<file path="src/hw/pp_cfg.svh">
`ifndef PP_CFG_SVH
`define PP_CFG_SVH

// Register byte offsets
`define PCR_OFS        8'h04
`define DLB_OFS        8'h08
`define CTL_OFS        8'h10

// Peripheral control fields
`define PCR_FREE       0
`define PCR_SOFT       1
`define PCR_EMU_HALT   2
`define PCR_EN         3
`define PCR_SOFT_RST   4
`define PCR_DMA_BUSY   7
`define PCR_WMASK      32'h0000_001F

// Loopback control fields
`define DLB_A_TO_B     12
`define DLB_B_TO_A     13
`define DLB_WMASK      32'h0000_3000

// Channel control fields
`define CTL_MODE_LO    0
`define CTL_CHAN_CNT   2
`define CTL_TX_ILV     3
`define CTL_DDRSPLIT   4
`define CTL_RATE_A     16
`define CTL_BUS16_A    17
`define CTL_WIDTH_A_LO 18
`define CTL_FMT_A_LO   21
`define CTL_B_SHIFT    8
`define CTL_WMASK      32'h7F7F_001F

`define REG_RESET      32'h0000_0000

// Operating modes
`define MODE_ALL_RX    2'h0
`define MODE_ALL_TX    2'h1
`define MODE_ARX_BTX   2'h2
`define MODE_ATX_BRX   2'h3

// Packing formats
`define FMT_RJ_ZERO    2'h0
`define FMT_RJ_SIGN    2'h1
`define FMT_LJ_ZERO    2'h2

`define WIDTH_NONE     3'h0
`define WORD_ONES      16'hFFFF
`define SHIFT_BASE     4'h8

`endif

</file>
<file path="src/hw/pp_pkg.sv">
package pp_pkg;

  // Gray along stop -> run -> drain; drain -> stop flips both bits
  typedef enum logic [1:0] {
    RUN_STOP  = 2'b00,
    RUN_GO    = 2'b01,
    RUN_DRAIN = 2'b11
  } run_state_t;

  typedef struct packed {
    logic [31:0] pcr;
    logic [31:0] dlb;
    logic [31:0] ctl;
    run_state_t  run;
    logic [2:0]  halt_sync;
    logic        halt_lvl;
    logic [31:0] rdata;
    logic [15:0] rx_a;
    logic [15:0] rx_b;
    logic [15:0] tx_a;
    logic [15:0] tx_b;
  } state_t;

endpackage : pp_pkg

</file>
<file path="src/hw/parallel_port_channel_config.sv">
`timescale 1ns/1ps
`include "pp_cfg.svh"

// Function
// - Software reset bit set holds the engine in reset; registers keep their values.
// - Clearing enable finishes the DMA burst under way, then stops.
// - Realtime emulation bit set halts transactions while program halted.
// - Emulation halt stops only with soft stop 1 and free run 0.
// - B-to-A loopback valid only with A-to-B clear and mode 2h.
// - A-to-B loopback valid only with B-to-A clear and mode 3h.
// - Loopback moves data internally, no external pin wiring needed.
// - 9 to 15-bit widths reformat upper bits; 8/16-bit untouched.
// - Pack format: right zero, right sign, left zero-filled, reserved.
// - Bit width 0 means no packing, 1h..7h mean 9..15 bits.
// - Interface width bit selects 8-bit or 16-bit transfers.
// - Data rate bit selects single or double data rate.
// - DDR split: both DMA channels serve A; single channel, mode 0/1.
// - SDR transmit interleave: both DMA serve A; single channel, mode 1.
// - Channel count bit: A only when 0, A and B when 1.
// - Two-bit mode field sets direction of each active channel.
// - Modes: all rx, all tx, A rx B tx, A tx B rx; duplex dual.
// - DMA busy status bit is read-only, 1 while DMA active.
module parallel_port_channel_config (
  input  wire logic        clk_i,
  input  wire logic        rst_n_i,
  input  wire logic [7:0]  addr_i,
  input  wire logic        wr_i,
  input  wire logic [31:0] wdata_i,
  input  wire logic        rd_i,
  output logic      [31:0] rdata_o,
  input  wire logic        dma_active_i,
  input  wire logic        emu_halt_i,
  input  wire logic [15:0] pin_rx_a_i,
  input  wire logic [15:0] pin_rx_b_i,
  input  wire logic [15:0] mem_tx_a_i,
  input  wire logic [15:0] mem_tx_b_i,
  output logic      [15:0] mem_rx_a_o,
  output logic      [15:0] mem_rx_b_o,
  output logic      [15:0] pin_tx_a_o,
  output logic      [15:0] pin_tx_b_o,
  output logic             periph_rst_o,
  output logic             run_o,
  output logic             chan_b_active_o,
  output logic             chan_a_tx_o,
  output logic             chan_b_tx_o,
  output logic             chan_a_bus_width_o,
  output logic             chan_b_bus_width_o,
  output logic             chan_a_rate_o,
  output logic             chan_b_rate_o,
  output logic             loop_b_to_a_o,
  output logic             loop_a_to_b_o,
  output logic             dma_q_serves_a_o
);

  pp_pkg::state_t st_q;
  pp_pkg::state_t st_d;

  logic        soft_reset_bit;
  logic        enable_bit;
  logic        realtime_emu_halt;
  logic        soft_stop;
  logic        free_run;
  logic [1:0]  op_mode;
  logic        channel_count_sel;
  logic        single_rate_tx_interleave;
  logic        double_rate_split;
  logic        chan_a_rate;
  logic        chan_a_bus_width;
  logic [2:0]  chan_a_bit_width;
  logic [1:0]  chan_a_pack_format;
  logic        chan_b_rate;
  logic        chan_b_bus_width;
  logic [2:0]  chan_b_bit_width;
  logic [1:0]  chan_b_pack_format;
  logic        loop_a_to_b;
  logic        loop_b_to_a;
  logic        emu_stop;
  logic        stop_req;
  logic        a_tx;
  logic        b_tx;
  logic [15:0] rx_raw_a;
  logic [15:0] rx_raw_b;
  logic [15:0] rx_fmt [2];
  logic [15:0] tx_fmt [2];
  logic [15:0] rx_src [2];
  logic [15:0] tx_src [2];
  logic        ch_bus16 [2];
  logic [2:0]  ch_width [2];
  logic [1:0]  ch_format [2];

  always_comb begin
    soft_reset_bit     = st_q.pcr[`PCR_SOFT_RST];
    enable_bit         = st_q.pcr[`PCR_EN];
    realtime_emu_halt  = st_q.pcr[`PCR_EMU_HALT];
    soft_stop          = st_q.pcr[`PCR_SOFT];
    free_run           = st_q.pcr[`PCR_FREE];
    op_mode            = st_q.ctl[`CTL_MODE_LO +: 2];
    channel_count_sel  = st_q.ctl[`CTL_CHAN_CNT];
    single_rate_tx_interleave = st_q.ctl[`CTL_TX_ILV];
    double_rate_split  = st_q.ctl[`CTL_DDRSPLIT];
    chan_a_rate        = st_q.ctl[`CTL_RATE_A];
    chan_a_bus_width   = st_q.ctl[`CTL_BUS16_A];
    chan_a_bit_width   = st_q.ctl[`CTL_WIDTH_A_LO +: 3];
    chan_a_pack_format = st_q.ctl[`CTL_FMT_A_LO +: 2];
    chan_b_rate        = st_q.ctl[`CTL_RATE_A + `CTL_B_SHIFT];
    chan_b_bus_width   = st_q.ctl[`CTL_BUS16_A + `CTL_B_SHIFT];
    chan_b_bit_width   = st_q.ctl[`CTL_WIDTH_A_LO + `CTL_B_SHIFT +: 3];
    chan_b_pack_format = st_q.ctl[`CTL_FMT_A_LO + `CTL_B_SHIFT +: 2];
    loop_a_to_b        = st_q.dlb[`DLB_A_TO_B];
    loop_b_to_a        = st_q.dlb[`DLB_B_TO_A];
  end

  // Direction per mode; B only counts in dual channel mode
  always_comb begin
    a_tx = 1'b0;
    b_tx = 1'b0;
    case (op_mode)
      `MODE_ALL_RX: begin
        a_tx = 1'b0;
        b_tx = 1'b0;
      end
      `MODE_ALL_TX: begin
        a_tx = 1'b1;
        b_tx = 1'b1;
      end
      `MODE_ARX_BTX: begin
        a_tx = 1'b0;
        b_tx = 1'b1;
      end
      `MODE_ATX_BRX: begin
        a_tx = 1'b1;
        b_tx = 1'b0;
      end
      default: begin
        a_tx = 1'b0;
        b_tx = 1'b0;
      end
    endcase
  end

  // Invalid loopback combinations simply have no effect
  assign loop_b_to_a_o = loop_b_to_a && !loop_a_to_b && channel_count_sel
                         && (op_mode == `MODE_ARX_BTX);
  assign loop_a_to_b_o = loop_a_to_b && !loop_b_to_a && channel_count_sel
                         && (op_mode == `MODE_ATX_BRX);

  // Loopback feeds the other channel's formatted word straight in
  always_comb begin
    rx_raw_a = loop_b_to_a_o ? st_q.tx_b : pin_rx_a_i;
    rx_raw_b = loop_a_to_b_o ? st_q.tx_a : pin_rx_b_i;
    rx_src[0]    = rx_raw_a;
    rx_src[1]    = rx_raw_b;
    tx_src[0]    = mem_tx_a_i;
    tx_src[1]    = mem_tx_b_i;
    ch_bus16[0]  = chan_a_bus_width;
    ch_bus16[1]  = chan_b_bus_width;
    ch_width[0]  = chan_a_bit_width;
    ch_width[1]  = chan_b_bit_width;
    ch_format[0] = chan_a_pack_format;
    ch_format[1] = chan_b_pack_format;
  end

  for (genvar c = 0; c < 2; c++) begin : g_chan
    word_formatter u_rx_fmt (
      .dir_tx_i      (1'b0),
      .bus16_i       (ch_bus16[c]),
      .bit_width_i   (ch_width[c]),
      .pack_format_i (ch_format[c]),
      .word_i        (rx_src[c]),
      .word_o        (rx_fmt[c])
    );
    word_formatter u_tx_fmt (
      .dir_tx_i      (1'b1),
      .bus16_i       (ch_bus16[c]),
      .bit_width_i   (ch_width[c]),
      .pack_format_i (ch_format[c]),
      .word_i        (tx_src[c]),
      .word_o        (tx_fmt[c])
    );
  end

  // Halt is stop only when all three debug settings agree
  assign emu_stop = st_q.halt_lvl && realtime_emu_halt
                    && soft_stop && !free_run;
  assign stop_req = !enable_bit || emu_stop;

  always_comb begin
    st_d = st_q;

    // Three-stage sync, level accepted when stages two and three agree
    st_d.halt_sync = {st_q.halt_sync[1:0], emu_halt_i};
    if (st_q.halt_sync[1] == st_q.halt_sync[2]) begin
      st_d.halt_lvl = st_q.halt_sync[2];
    end

    if (wr_i) begin
      case (addr_i)
        `PCR_OFS: st_d.pcr = wdata_i & `PCR_WMASK;
        `DLB_OFS: st_d.dlb = wdata_i & `DLB_WMASK;
        `CTL_OFS: st_d.ctl = wdata_i & `CTL_WMASK;
        default: st_d.pcr = st_q.pcr;
      endcase
    end

    st_d.rdata = `REG_RESET;
    if (rd_i) begin
      case (addr_i)
        `PCR_OFS: begin
          st_d.rdata = st_q.pcr;
          st_d.rdata[`PCR_DMA_BUSY] = dma_active_i;
        end
        `DLB_OFS: st_d.rdata = st_q.dlb;
        `CTL_OFS: st_d.rdata = st_q.ctl;
        default: st_d.rdata = `REG_RESET;
      endcase
    end

    // A burst already started completes before stopping, except under software reset
    case (st_q.run)
      pp_pkg::RUN_STOP: begin
        if (!stop_req) begin
          st_d.run = pp_pkg::RUN_GO;
        end
      end
      pp_pkg::RUN_GO: begin
        if (stop_req) begin
          st_d.run = dma_active_i ? pp_pkg::RUN_DRAIN
                                  : pp_pkg::RUN_STOP;
        end
      end
      pp_pkg::RUN_DRAIN: begin
        if (!dma_active_i) begin
          st_d.run = pp_pkg::RUN_STOP;
        end
      end
      default: st_d.run = pp_pkg::RUN_STOP;
    endcase

    // Words hold while stopped so the channel resumes where it left
    if (st_q.run != pp_pkg::RUN_STOP) begin
      st_d.rx_a = rx_fmt[0];
      st_d.rx_b = channel_count_sel ? rx_fmt[1] : st_q.rx_b;
      st_d.tx_a = tx_fmt[0];
      st_d.tx_b = channel_count_sel ? tx_fmt[1] : st_q.tx_b;
    end

    // Software reset clears the engine but keeps the registers
    if (soft_reset_bit) begin
      st_d.run  = pp_pkg::RUN_STOP;
      st_d.rx_a = '0;
      st_d.rx_b = '0;
      st_d.tx_a = '0;
      st_d.tx_b = '0;
    end
  end

  always_ff @(posedge clk_i) begin
    if (!rst_n_i) begin
      st_q <= '0;
    end else begin
      st_q <= st_d;
    end
  end

  assign rdata_o            = st_q.rdata;
  assign mem_rx_a_o         = st_q.rx_a;
  assign mem_rx_b_o         = st_q.rx_b;
  assign pin_tx_a_o         = st_q.tx_a;
  assign pin_tx_b_o         = st_q.tx_b;
  assign periph_rst_o       = soft_reset_bit;
  assign run_o              = (st_q.run != pp_pkg::RUN_STOP)
                              && !soft_reset_bit;
  assign chan_b_active_o    = channel_count_sel;
  assign chan_a_tx_o        = a_tx;
  assign chan_b_tx_o        = b_tx && channel_count_sel;
  assign chan_a_bus_width_o = chan_a_bus_width;
  assign chan_b_bus_width_o = chan_b_bus_width;
  assign chan_a_rate_o      = chan_a_rate;
  assign chan_b_rate_o      = chan_b_rate;
  assign dma_q_serves_a_o   =
      (double_rate_split && chan_a_rate && !channel_count_sel
       && (op_mode == `MODE_ALL_RX || op_mode == `MODE_ALL_TX))
      || (single_rate_tx_interleave && !chan_a_rate
          && !channel_count_sel && (op_mode == `MODE_ALL_TX));

endmodule : parallel_port_channel_config

</file>
<file path="src/hw/word_formatter.sv">
`timescale 1ns/1ps
`include "pp_cfg.svh"

module word_formatter (
  input  wire logic        dir_tx_i,
  input  wire logic        bus16_i,
  input  wire logic [2:0]  bit_width_i,
  input  wire logic [1:0]  pack_format_i,
  input  wire logic [15:0] word_i,
  output logic      [15:0] word_o
);

  logic [3:0]  unused_bits;
  logic [15:0] keep_mask;
  logic        sign_bit;
  logic        active;

  always_comb begin
    unused_bits = `SHIFT_BASE - {1'b0, bit_width_i};
    keep_mask   = `WORD_ONES >> unused_bits;
    sign_bit    = |(word_i & ~(keep_mask >> 1) & keep_mask);
    // 8-bit, 16-bit and reserved format pass untouched
    active      = bus16_i && (bit_width_i != `WIDTH_NONE);
    word_o      = word_i;
    if (active) begin
      case (pack_format_i)
        `FMT_RJ_ZERO: word_o = word_i & keep_mask;
        `FMT_RJ_SIGN: begin
          if (dir_tx_i) begin
            word_o = word_i & keep_mask;
          end else begin
            word_o = sign_bit ? (word_i | ~keep_mask)
                              : (word_i & keep_mask);
          end
        end
        `FMT_LJ_ZERO: begin
          word_o = dir_tx_i ? (word_i >> unused_bits)
                            : (word_i << unused_bits);
        end
        default: word_o = word_i;
      endcase
    end
  end

endmodule : word_formatter

</file>
<file path="config.mk">
export PLATFORM = sky130hd
export DESIGN_NAME = parallel_port_channel_config
export DESIGN_NICKNAME = d
export VERILOG_FILES = /design/src/hw/pp_pkg.sv /design/src/hw/parallel_port_channel_config.sv /design/src/hw/word_formatter.sv
export VERILOG_INCLUDE_DIRS = /design/src /design/src/hw
export SDC_FILE = /design/constraint.sdc
export NUM_CORES = 1
export LEC_CHECK = 0
export CAP_MARGIN = 10
export CELL_PAD_IN_SITES_DETAIL_PLACEMENT = 1
export CELL_PAD_IN_SITES_GLOBAL_PLACEMENT = 2
export CORE_MARGIN = 2
export CORE_UTILIZATION = 38
export CTS_CLUSTER_SIZE = 25
export DETAILED_ROUTE_END_ITERATION = 12
export DONT_BUFFER_PORTS = 1
export PLACE_DENSITY_LB_ADDON = 0.25
export SYNTH_ARGS = -nofsm -noshare
export SYNTH_HDL_FRONTEND = slang
export SYNTH_HIERARCHICAL = 1
export SYNTH_SLANG_ARGS = --single-unit
</file>
<file path="constraint.sdc">
create_clock -name clk_i -period 4.35 [get_ports clk_i]
set_clock_uncertainty 0.1 [all_clocks]
set_input_delay 0.435 -clock clk_i [delete_from_list [all_inputs] [get_ports clk_i]]
set_output_delay 0.435 -clock clk_i [all_outputs]
set_load 0.02 [all_outputs]
</file>
-- Word level (Yosys, flattened, before mapping)
Index checks and enable logic that the tools add are counted.
Widths: inputs -> output; s select.
- shift operators: 6
- multiplexer cells: 20
- reduce and logical (&&, ||, !) cells: 51
- $add $sub $neg: 2
- equal/unequal tests: 16
- bitwise logic cells: 15
- operators by type and width (kind ; count):
    $and 16x16->16 ; 8
    $mux 16 ; 8
    $pmux 16 s3 ; 2
    $pmux 31 s3 ; 1
    $pmux 16 s2 ; 2
    $not 15->16 ; 2
    $not 16->16 ; 2
    $or 16x16->16 ; 2
    $reduce_or 16->1 ; 2
    $shl 16x4->16 ; 2
    $shr 16x4->16 ; 2
    $shr 16x4->16 const A ; 2
    $logic_and 1x1->1 ; 19
    $reduce_or 2->1 ; 7
    $eq 2x2->1 const B ; 5
    $reduce_and 2->1 ; 5
    $eq 2x1->1 const B ; 4
    $eq 8x3->1 const B ; 1
    $eq 8x4->1 const B ; 1
    $eq 8x5->1 const B ; 1
    $logic_not 2->1 ; 4
    $mux 2 ; 4
    $sub 4x3->4 const A ; 2
    $logic_not 1->1 ; 7
    9 further kinds ; 15
- output and inout bits: 108
- input bits: 110
- logic and storage cells: 121
- register bits after elaboration: 128

-- Logic depth before layout (Yosys ltp)
Gate-level depths: netlist of the first run.
- depth after elaboration: 11
- depth in mapped cells: 18
- depth with buffers taken out: 12

-- Hierarchy
The synthesis of the first run kept the hierarchy.
- by module, submodules not included (module ; area each (um2) ; seq. area each (um2) ; times used ; cells each):
    word_formatter ; 2341.0 ; 0.0 ; 4 ; 355
    parallel_port_channel_config ; 5446.5 ; 2362.3 ; 1 ; 626

-- Least setup slack after synthesis of the first run
Ideal clock, no wire load.
- path type: register -> register
- start: register st_q, in the netlist ch_width[3]
- end: register st_q, in the netlist mem_rx_a_o[1]
- path slack: 1.197 ns
- required time: 4.180 ns
- cell stages (with the launch flop): 16
- setup time: 0.070 ns
- data arrival time: 2.983 ns
- buffers on the path: 3
- period minus slack after synthesis: 3.153 ns
- cells stage by stage: dfxtp_1 -> buf_2 -> inv_1 -> buf_1 -> ha_1 -> inv_1 -> ha_1 -> buf_6 -> or3b_1 -> nand4_1 -> a221oi_4 -> a2111oi_1 -> a311oi_1 -> o21ai_1 -> nand2_1 -> a21oi_1
- RTL lines (item ; line ; RTL):
    start: declaration ; parallel_port_channel_config.sv:55 ; pp_pkg::state_t st_q;
    start signal: assignment ; parallel_port_channel_config.sv:261 ; st_q <= st_d;

==> out/results.txt, run 1 <==
status: finished clean
dominant cell type by area after synthesis: dfxtp_1
Setup crit end kind: flip-flop
CTS H-Tree Depth: 4
Reg power frac: 34.8%
CTS Sinks: 118
share of cells above drive strength 1: 12.42%
Clk Latency, worst-skew pair: 0.45 ns
mean number of vias per cell: 6.425
minimum clock period after layout: 3.715 ns
CTS tree: yes
setup violators final: 0
Clk pin slew, worst setup/hold paths: 0.06 ns
RSZ-0062 raised after global routing: no
Yosys cell types: 77
P_int: 2.253 mW
Mapped Cells: 2,046
Crit path max-delay family: compound AO/OA/AOI/OAI gates
sw frac: 27.49%
number of synthesized register bits: 118
WHS: 0.02150 ns
full die area: 0.04057 sq mm
number of stages on the worst setup path: 13
Critical Path End: mem_rx_b_o[1]$_SDFFE_PP0P_
Reg2Reg Launch Point: ch_width[1]$_SDFFE_PN0P_
Comb pwr share: 13.4%
first-pass GRT wire length: 98.12 mm
Worst EP required: 4.61 ns
worst path bufs/invs: 3
Most common cell on crit path: inv_1
nets: 2,005
CTS Buf Count: 17
Relative slew margins: 33.92%
Clk pwr share: 51.8%
I/O Pins: 218
pin count of the biggest net entering global routing: 62
critical path peak fanout: 22
Crit Reg-Reg Endpoint: mem_rx_b_o[1]$_SDFFE_PP0P_
Antenna Cells: 0
Worst path max stage delay: 0.69 ns
Area after DPL: 0.01430 sq mm
Initial Util: 38.41%
gr usage total: 31.22%
Worst Setup SP: ch_width[1]$_SDFFE_PN0P_
Residual DRC: 0
Synth Flop Type: dfxtp_1
Post-synth ARST share: 0%
Root Buffer: clkbuf_16
most frequent cell after synthesis: nand2_1
synth top area cells: dfxtp_1 16%, nand2_1 8.8%, mux2i_1 6.6%
mapped cell area: 0.01481 sq mm
Max-Cap Viols: 0
final core utilization: 38.91%
Routed Antenna Nets: 0
Reg2Reg Depth: 13
Worst EP arrival: 3.98 ns
fill cell count: 4,856
Hold Vio Cnt, Final: 0
Max stage delay cell, worst path: dfxtp_1
NetSw: 0.8541 mW
via count: 15,432
total design power: 3.107 mW
Final Cycle Share: 85.40%
sequential fraction of the synthesis area: 15.95%
total count of max-transition violations in the final report: 0
number of global-route vias before repair: 15,234
largest buffer count on any clock path: 2
gpl congestion: 0.9499
Mean Syn Cell Area: 7.239 sq um
FF-to-FF setup slack: 0.64 ns
drt total wl: 64.75 mm
core area: 0.03856 sq mm
I/O Buffers: 0
die height: 201.4 um
worst slew pin tran: 0.9912 ns
setup TNS: 0 ns
1st-iter DRT viols: 1,261
TritonRoute pass-1 iters: 5
Post-synth EDFFs: 0
Yosys warnings: 6
Area Overhead vs Synth: 1.310%
most frequent cells after synthesis: 346 x nand2_1, 158 x a21oi_1, 152 x nor2_1
dpl hpwl: 47.14 mm
Max VDD drop: 0.2290 mV
Pwr Density: 207.1 mW/mm^2
Rows: 72
Worst Hold Class: primary input to flip-flop
final instance area: 0.01500 sq mm
fmax: 0.2692 GHz
critical-path cell list: inv_1 > ha_1 > inv_1 > ha_2 > buf_4 > or3b_1 > nand4_1 > a221oi_4 > a2111oi_1 > a311oi_1 > o21ai_1 > nand2_1 > a21oi_1
CP Class: flip-flop to flip-flop
total gr overflow: 0
Wirelength per Cell: 26.96 um
Die W: 201.4 um
Pleak: 5.165 nW
area share of the largest cell type after synthesis: 15.95%
initial antenna violation count: 1
Worst Setup Start Kind: flip-flop
hold depth: 2
[sequential cells by signal (all words and copies together), names as in the netlist, 2 cells and up]
| name | cells |
|---|---|
| st_q | 4 |
| st_d | 2 |
| mem_rx_b_o | 16 |
| pin_tx_b_o | 16 |
| ch_format | 4 |
| rdata_o | 22 |
| ch_width | 6 |
| mem_rx_a_o | 16 |
| op_mode | 2 |
| pin_tx_a_o | 16 |
[worst min-delay path by stage]
stage                                    from                         endpoint
after floorplan           st_d[98]$_SDFF_PN0_              st_d[99]$_SDFF_PN0_
after global placement    st_d[98]$_SDFF_PN0_              st_d[99]$_SDFF_PN0_
after detailed placement  st_d[98]$_SDFF_PN0_              st_d[99]$_SDFF_PN0_
after CTS                         wdata_i[17]  chan_a_bus_width_o$_SDFFE_PN0P_
after global routing              wdata_i[21]        ch_format[2]$_SDFFE_PN0P_
final                             wdata_i[17]  chan_a_bus_width_o$_SDFFE_PN0P_
[per-layer routing]
| layer | vias up | wire (um) | GRT usage, % |
|---|---|---|---|
| met1 | 7649 | 28240 | 42.11 |
| met3 | 153 | 4461 | 5.037 |
| li1 | 6954 | - | - |
| met2 | 674 | 29640 | 49.56 |
| met4 | 2 | 2390 | 12.68 |
| met5 | - | 11 | 0 |
[cell usage in the layout, fill, tap and decap left out, drive strengths merged, types with 8 or more instances in the layout]
master and n:
a21o 8, a211o 8, o211ai 20, o31ai 28, nor2b 32, nand2b 17, a21oi 158, conb 30
nand3b 18, o311ai 8, clkbuf 19, a211oi 28, mux4 28, nor2 152, nand4 24, a32o 12
a221oi 8, o22ai 12, buf 53, ha 24, nor3 53, o21ai 150, a32oi 12, o211a 8
o221ai 12, a31oi 33, dfxtp 118, a311oi 8, and2 31, inv 47, mux2i 98, nand3 54
a22oi 16, nor3b 9, nand2 346, a2111oi 8, a2bb2oi 8, mux2 92, and3 21
[repair_timing]
item,4_1_cts,5_1_grt
buffers inserted,0,0
gates resized for setup,0,0
endpoints found under the hold margin,6,0
hold buffers,5,0
[power by group through the flow]
stage / combinational (mW) / clock [mW] / sequential [mW]
after floorplan: 0.308 / 0 / 1.11
after global routing: 0.445 / 1.68 / 1.08
after CTS: 0.402 / 1.64 / 1.08
final: 0.416 / 1.61 / 1.08
after global placement: 0.393 / 0 / 1.11
after detailed placement: 0.395 / 0 / 1.11
[final cells by class]
class	instances	area, sq um	share of cell area (%)
Inverter	42	157.7	1.051
Clock inverter	13	190.2	1.268
Clock buffer	19	464.2	3.094
Sequential cell	118	2370	15.79
Timing Repair Buffer	58	447.9	2.985
Tap cell	518	648.1	4.320
Multi-Input combinational cell	1634	10730	71.49
[kinds of logic after synthesis]
kind of cell | after synthesis | synth area share, %
buffers and inverters | 322 | 12.61
other | 2 | 0.05071
adder cells (fa/ha/maj) | 24 | 2.028
AO/OA/AOI/OAI | 571 | 25.18
AND/OR/NAND/NOR | 791 | 26.30
flip-flops | 118 | 15.95
multiplexers | 218 | 17.88
[through the flow]
step                setup slack [ns]  cells
finish                        0.6353   2402
global route                  0.3610   2402
CTS                           0.6456   2402
detailed placement            0.6655   2365
global placement              0.7440   2365
floorplan                      1.197   2074
(Power assumes the default switching activity.)
==> run 2: changes to the inputs <==
--- a/config.mk
+++ b/config.mk
@@ -10,12 +10,11 @@
 export CELL_PAD_IN_SITES_DETAIL_PLACEMENT = 1
 export CELL_PAD_IN_SITES_GLOBAL_PLACEMENT = 2
 export CORE_MARGIN = 2
-export CORE_UTILIZATION = 38
+export CORE_UTILIZATION = 37
 export CTS_CLUSTER_SIZE = 25
 export DETAILED_ROUTE_END_ITERATION = 12
 export DONT_BUFFER_PORTS = 1
 export PLACE_DENSITY_LB_ADDON = 0.25
 export SYNTH_ARGS = -nofsm -noshare
 export SYNTH_HDL_FRONTEND = slang
-export SYNTH_HIERARCHICAL = 1
 export SYNTH_SLANG_ARGS = --single-unit
==> run 2 against run 1 <==
Net effect: first-iteration DRC count is 13% lower; highest routed layer is now met4; die area decreased by 31%; combinational power fell by 50%; critical path type unchanged; critical path depth fell by 3.
==> out/results.txt, run 2 <==
FF-to-FF setup slack: 0.68 ns
Yosys warnings: 0
status: finished clean
setup violators final: 0
Die W: 167.1 um
setup TNS: 0 ns
Post-synth ARST share: 0%
Mean Syn Cell Area: 7.788 sq um
post-synthesis xor/xnor area fraction: 0%
Clk Latency, worst-skew pair: 0.43 ns
Reg2Reg Depth: 10
Wirelength per Cell: 29.22 um
via count: 9,908
CTS tree: yes
placed cell count: 1,472
Area after DPL: 0.009619 sq mm
sequential fraction of the synthesis area: 24.00%
post-CTS resize count: 0
Worst Setup SP: ch_width[4]$_SDFFE_PN0P_
total count of max-transition violations in the final report: 0
Worst EP required: 4.60 ns
Crit path max-delay family: simple AND/OR/NAND/NOR gates
gr usage total: 30.90%
Hold Vio Cnt, Final: 0
mapped cell area: 0.009844 sq mm
TritonRoute pass-1 iters: 6
Worst Hold Class: primary input to flip-flop
initial antenna violation count: 0
Mapped Cells: 1,264
Max VDD drop: 0.1523 mV
Synth Area in Compound Gates: 24.25%
most frequent cells in the layout: 158 x nand2_1, 116 x dfxtp_1, 96 x nor2_1
most frequent cells after synthesis: 158 x nand2_1, 118 x dfxtp_1, 96 x buf_4, 96 x nor2_1
largest buffer count on any clock path: 2
I/O Pins: 218
Max-Cap Viols: 0
Root Buffer: clkbuf_16
Adder-Cell Fraction of Synth Area: 1.779%
CP Class: flip-flop to flip-flop
Post-Layout Cell Count: 1,504
I/O Buffers: 0
pin count of the biggest net entering global routing: 49
CTS Sinks: 118
minimum clock period after layout: 3.671 ns
WHS: 0.02764 ns
Relative slew margins: 36.72%
most frequent cell after synthesis: nand2_1
Worst Setup Start Kind: flip-flop
Residual DRC: 0
commonest non-fill, non-tap cell in the layout: nand2_1
critical-path cell list: inv_1 > ha_1 > ha_1 > nor2_1 > nand2_1 > o32ai_1 > nor4_1 > nand3_1 > nand2_1 > o221ai_1
worst path bufs/invs: 1
Pwr Density: 274.5 mW/mm^2
RSZ-0062 raised after global routing: no
fill cell count: 3,144
dominant cell type by area after synthesis: dfxtp_1
Routed Antenna Nets: 0
Yosys cell types: 70
number of flip-flops in the largest register: 22
Initial Util: 37.78%
largest family of logic cells by synthesized area: compound AO/OA/AOI/OAI gates
number of global-route vias before repair: 9,927
core area: 0.02606 sq mm
Worst EP arrival: 3.92 ns
area share of the largest cell type after synthesis: 24.00%
drt total wl: 43.94 mm
Rows: 59
Max stage delay cell, worst path: nor2_1
CTS Buf Count: 17
Critical Path End: mem_rx_a_o[14]$_SDFFE_PP0N_
worst slew pin tran: 0.9470 ns
Clk pin slew, worst setup/hold paths: 0.07 ns
Simple-Gate Fraction of Synth Area: 20.12%
Final Cycle Share: 84.40%
Synth Flop Type: dfxtp_1
total gr overflow: 0
Area Overhead vs Synth: 3.877%
Hold Crit Start: emu_halt_i
multiplexer share of the synthesized area: 17.83%
die height: 167.1 um
CTS H-Tree Depth: 4
Reg2Reg Launch Point: ch_width[4]$_SDFFE_PN0P_
full die area: 0.02793 sq mm
critical path peak fanout: 9
Worst path max stage delay: 0.61 ns
Post-CTS Setup Inserts: 0
Setup crit end kind: flip-flop
share of cells above drive strength 1: 12.92%
# hold bufs at CTS: 0
synth top area cells: dfxtp_1 24%, mux2i_1 7.7%, buf_4 7.3%
number of stages on the worst setup path: 10
fmax: 0.2724 GHz
dpl hpwl: 32.92 mm
gpl congestion: 0.9746
Post-synth EDFFs: 0
first-pass GRT wire length: 65.56 mm
Crit Reg-Reg Endpoint: mem_rx_a_o[14]$_SDFFE_PP0N_
nets: 1,280
final instance area: 0.01023 sq mm
total design power: 2.807 mW
1st-iter DRT viols: 1,097
number of synthesized register bits: 118
mean number of vias per cell: 6.588
Pleak: 3.646 nW
Antenna Cells: 0
-- run 2: changes by cell type after synthesis, moves of 22 or more --
cell	change
nand2_1	-188
a21oi_1	-79
o21ai_0	-58
nor2_1	-56
mux2_2	-45
buf_2	-39
mux2_1	-32
a21boi_0	+25
buf_6	-25
mux2i_1	-22
-- run 2: worst min path at each step --
stage / end / slack, ns / depth (start not counted)
detailed placement: st_d[99]$_SDFF_PN0_ / 0.33 / 1
floorplan: st_d[99]$_SDFF_PN0_ / 0.31 / 1
global route: st_d[99]$_SDFF_PN0_ / 0.03 / 1
finish: st_d[98]$_SDFF_PN0_ / 0.03 / 1
CTS: st_d[98]$_SDFF_PN0_ / 0.02 / 1
global placement: st_d[99]$_SDFF_PN0_ / 0.32 / 1
-- run 2: kinds of logic after synthesis --
logic type | after synthesis
other | 1
adder cells (fa/ha/maj) | 14
multiplexers | 130
flip-flops | 118
AO/OA/AOI/OAI | 364
buffers and inverters | 209
AND/OR/NAND/NOR | 428
-- run 2: power by group --
part           internal (mW)  leakage (nW)  switching [mW]
Combinational         0.0805          2.40           0.129
Clock                  0.827         0.296           0.688
Sequential              1.08         0.951         0.00207
Total                   1.99          3.65           0.819
-- run 2: through the flow --
stage,util (%),setup WS (ns)
after detailed placement,36.91,0.7435
after floorplan,-,0.3551
after global routing,39.24,0.4106
after global placement,36.91,0.7808
final,39.24,0.6788
after CTS,39.24,0.7179
-- run 2: worst reg2reg max path, stage by stage, from the launching register on --
cell,delay (ns)
dfxtp_1,0.54
inv_1,0.16
ha_1,0.23
ha_1,0.45
nor2_1,0.61
nand2_1,0.19
o32ai_1,0.33
nor4_1,0.11
nand3_1,0.27
nand2_1,0.33
o221ai_1,0.27
-- run 2: layer usage --
metal	part of all wire, %	track usage (%)	up-vias
met5	0	0	-
met4	3.4	11.17	0
met3	13	12.53	95
met2	41	44.35	598
met1	42	41.61	4870
li1	-	-	4345
-- run 2: layout make-up --
| class | instances | area [sq um] | share of cell area (%) |
|---|---|---|---|
| Clock inverter | 15 | 181.4 | 1.774 |
| Multi-Input combinational cell | 946 | 6354 | 62.13 |
| Inverter | 21 | 78.83 | 0.7708 |
| Tap cell | 335 | 419.2 | 4.099 |
| Sequential cell | 118 | 2365 | 23.12 |
| Clock buffer | 17 | 425.4 | 4.160 |
| Timing Repair Buffer | 52 | 402.9 | 3.940 |
==> run 3: changes to the inputs <==
--- a/config.mk
+++ b/config.mk
@@ -10,7 +10,7 @@
 export CELL_PAD_IN_SITES_DETAIL_PLACEMENT = 1
 export CELL_PAD_IN_SITES_GLOBAL_PLACEMENT = 2
 export CORE_MARGIN = 2
-export CORE_UTILIZATION = 37
+export CORE_UTILIZATION = 34
 export CTS_CLUSTER_SIZE = 25
 export DETAILED_ROUTE_END_ITERATION = 12
 export DONT_BUFFER_PORTS = 1
==> constraint.sdc (replaced) <==
create_clock -name clk_i -period 3.25 [get_ports clk_i]
set_clock_uncertainty 0.1 [all_clocks]
set_input_delay 0.325 -clock clk_i [delete_from_list [all_inputs] [get_ports clk_i]]
set_output_delay 0.325 -clock clk_i [all_outputs]
set_load 0.02 [all_outputs]
==> run 3 against run 2 <==
Net effect: fmax up 21%; routed wire length up 6.1%; die area up 8.6%; setup slack worse by 0.46 ns; total power up 33%; clock power up 28%; via count up 2.4%; sequential share of layout area down 1.9 points; sequential cell count unchanged; count of clock-buffer cells in the layout up 1; sequential power up 34%; largest cell class unchanged; largest power group unchanged.
==> out/results.txt, run 3 (synthesized netlist as in run 2, its figures left out) <==
Rows: 62
CTS H-Tree Depth: 4
Post-CTS Setup Inserts: 0
largest buffer count on any clock path: 2
Reg power frac: 38.8%
Setup crit end kind: flip-flop
total gr overflow: 0
setup TNS: 0 ns
mean number of vias per cell: 6.124
hold depth: 2
Reg2Reg Depth: 9
NetSw: 1.050 mW
fill cell count: 3,419
CTS Buf Count: 17
RSZ-0062 raised after global routing: no
I/O Pins: 218
total design power: 3.742 mW
full die area: 0.03033 sq mm
most frequent cells in the layout: 158 x nand2_1, 122 x buf_4, 116 x dfxtp_1
gr usage total: 30.63%
number of global-route vias before repair: 10,319
final instance area: 0.01115 sq mm
Crit Reg-Reg Endpoint: mem_rx_b_o[6]$_SDFFE_PP0P_
Worst Setup SP: op_mode[0]$_SDFFE_PN0P_
worst slew pin tran: 1.051 ns
Clk Latency, worst-skew pair: 0.44 ns
Hold Crit Start: mem_tx_a_i[11]
initial antenna violation count: 3
dpl hpwl: 35.95 mm
Comb pwr share: 9.3%
P_int: 2.692 mW
Worst EP required: 3.46 ns
CTS Sinks: 118
nets: 1,383
CP Class: flip-flop to flip-flop
Relative slew margins: 29.72%
status: finished clean
I/O Buffers: 0
Max-Cap Viols: 0
Wirelength per Cell: 28.16 um
Area Overhead vs Synth: 13.23%
Max VDD drop: 0.3174 mV
drt total wl: 46.63 mm
share of cells above drive strength 1: 18.00%
placed cell count: 1,593
minimum clock period after layout: 3.034 ns
critical path peak fanout: 19
worst hold endpoint: pin_tx_a_o[11]$_SDFFE_PP0N_
via count: 10,141
CTS tree: yes
Worst EP arrival: 3.24 ns
sw frac: 28.06%
setup violators final: 0
final core utilization: 38.94%
Final Cycle Share: 93.35%
Worst Hold Class: primary input to flip-flop
commonest non-fill, non-tap cell in the layout: nand2_1
Reg2Reg Launch Point: op_mode[0]$_SDFFE_PN0P_
Initial Util: 34.39%
TritonRoute pass-1 iters: 5
Hold Vio Cnt, Final: 0
first-pass GRT wire length: 69.64 mm
Die W: 174.2 um
core area: 0.02863 sq mm
fmax: 0.3296 GHz
Antenna Cells: 0
Setup WS pre-CTS: 0.1765 ns
die height: 174.2 um
number of flip-flops in the largest register: 22
Residual DRC: 0
WHS: 0.008908 ns
Clk pwr share: 51.9%
FF-to-FF setup slack: 0.22 ns
Routed Antenna Nets: 0
1st-iter DRT viols: 894
Post-Layout Cell Count: 1,656
gpl congestion: 0.9285
Worst Slack Setup Final: 0.2162 ns
pin count of the biggest net entering global routing: 40
Pleak: 4.122 nW
Root Buffer: clkbuf_16
Pwr Density: 335.7 mW/mm^2
Worst Setup Start Kind: flip-flop
total count of max-transition violations in the final report: 0
Area after DPL: 0.01024 sq mm
Clk pin slew, worst setup/hold paths: 0.08 ns
run 3: critical path, stage by stage (launching register included):
cell and delay (ns):
dfxtp_1 0.31, ha_1 0.22, nand4b_1 0.15, buf_12 0.22, mux2i_4 0.27, o32ai_1 0.11, or4_1 0.56, or4_4 0.57
o311ai_2 0.26, a21oi_1 0.11
run 3: layout make-up:
type                    instances  area, sq um  share of cell area, %
repair buffers                155         1266                  11.36
well taps                     384        480.5                  4.310
flip-flops and latches        118         2365                  21.21
inverters                      21        82.58                 0.7408
multi-input cells             946         6375                  57.19
clock buffers                  18        439.2                  3.940
clock inverters                14        138.9                  1.246
run 3: what timing repair did:
item,in CTS,in global routing
hold buffers,30,1
setup endpoints to repair,0,4
resized for setup,0,4
hold endpoints to repair,36,1
run 3: layer usage:
layer,track usage (%),wire (um),part of all wire [%],vias up
li1,-,-,-,4555
met1,41.46,20450,44,4991
met2,44.95,19640,42,526
met3,12.12,5431,12,63
met4,8.648,1067,2.3,6
met5,0,44,0.094,-
run 3: worst max-delay path by stage:
stage / slack, ns / to / depth (start not counted)
6_report: 0.22 / mem_rx_b_o[6]$_SDFFE_PP0P_ / 9
4_1_cts: 0.16 / mem_rx_b_o[6]$_SDFFE_PP0P_ / 10
3_5_place_dp: 0.18 / mem_rx_b_o[6]$_SDFFE_PP0P_ / 10
5_1_grt: 0.07 / mem_rx_a_o[2]$_SDFFE_PP0N_ / 10
3_3_place_gp: 0.21 / mem_rx_a_o[7]$_SDFFE_PP0N_ / 8
2_1_floorplan: -0.01 / mem_rx_a_o[11]$_SDFFE_PP0N_ / 12
run 3: power by group through the flow:
stage	sequential, mW	clock, mW	combinational, mW
CTS	1.45	1.97	0.341
finish	1.45	1.94	0.348
global placement	1.48	0	0.303
global route	1.45	2.06	0.369
floorplan	1.48	0	0.203
detailed placement	1.48	0	0.304
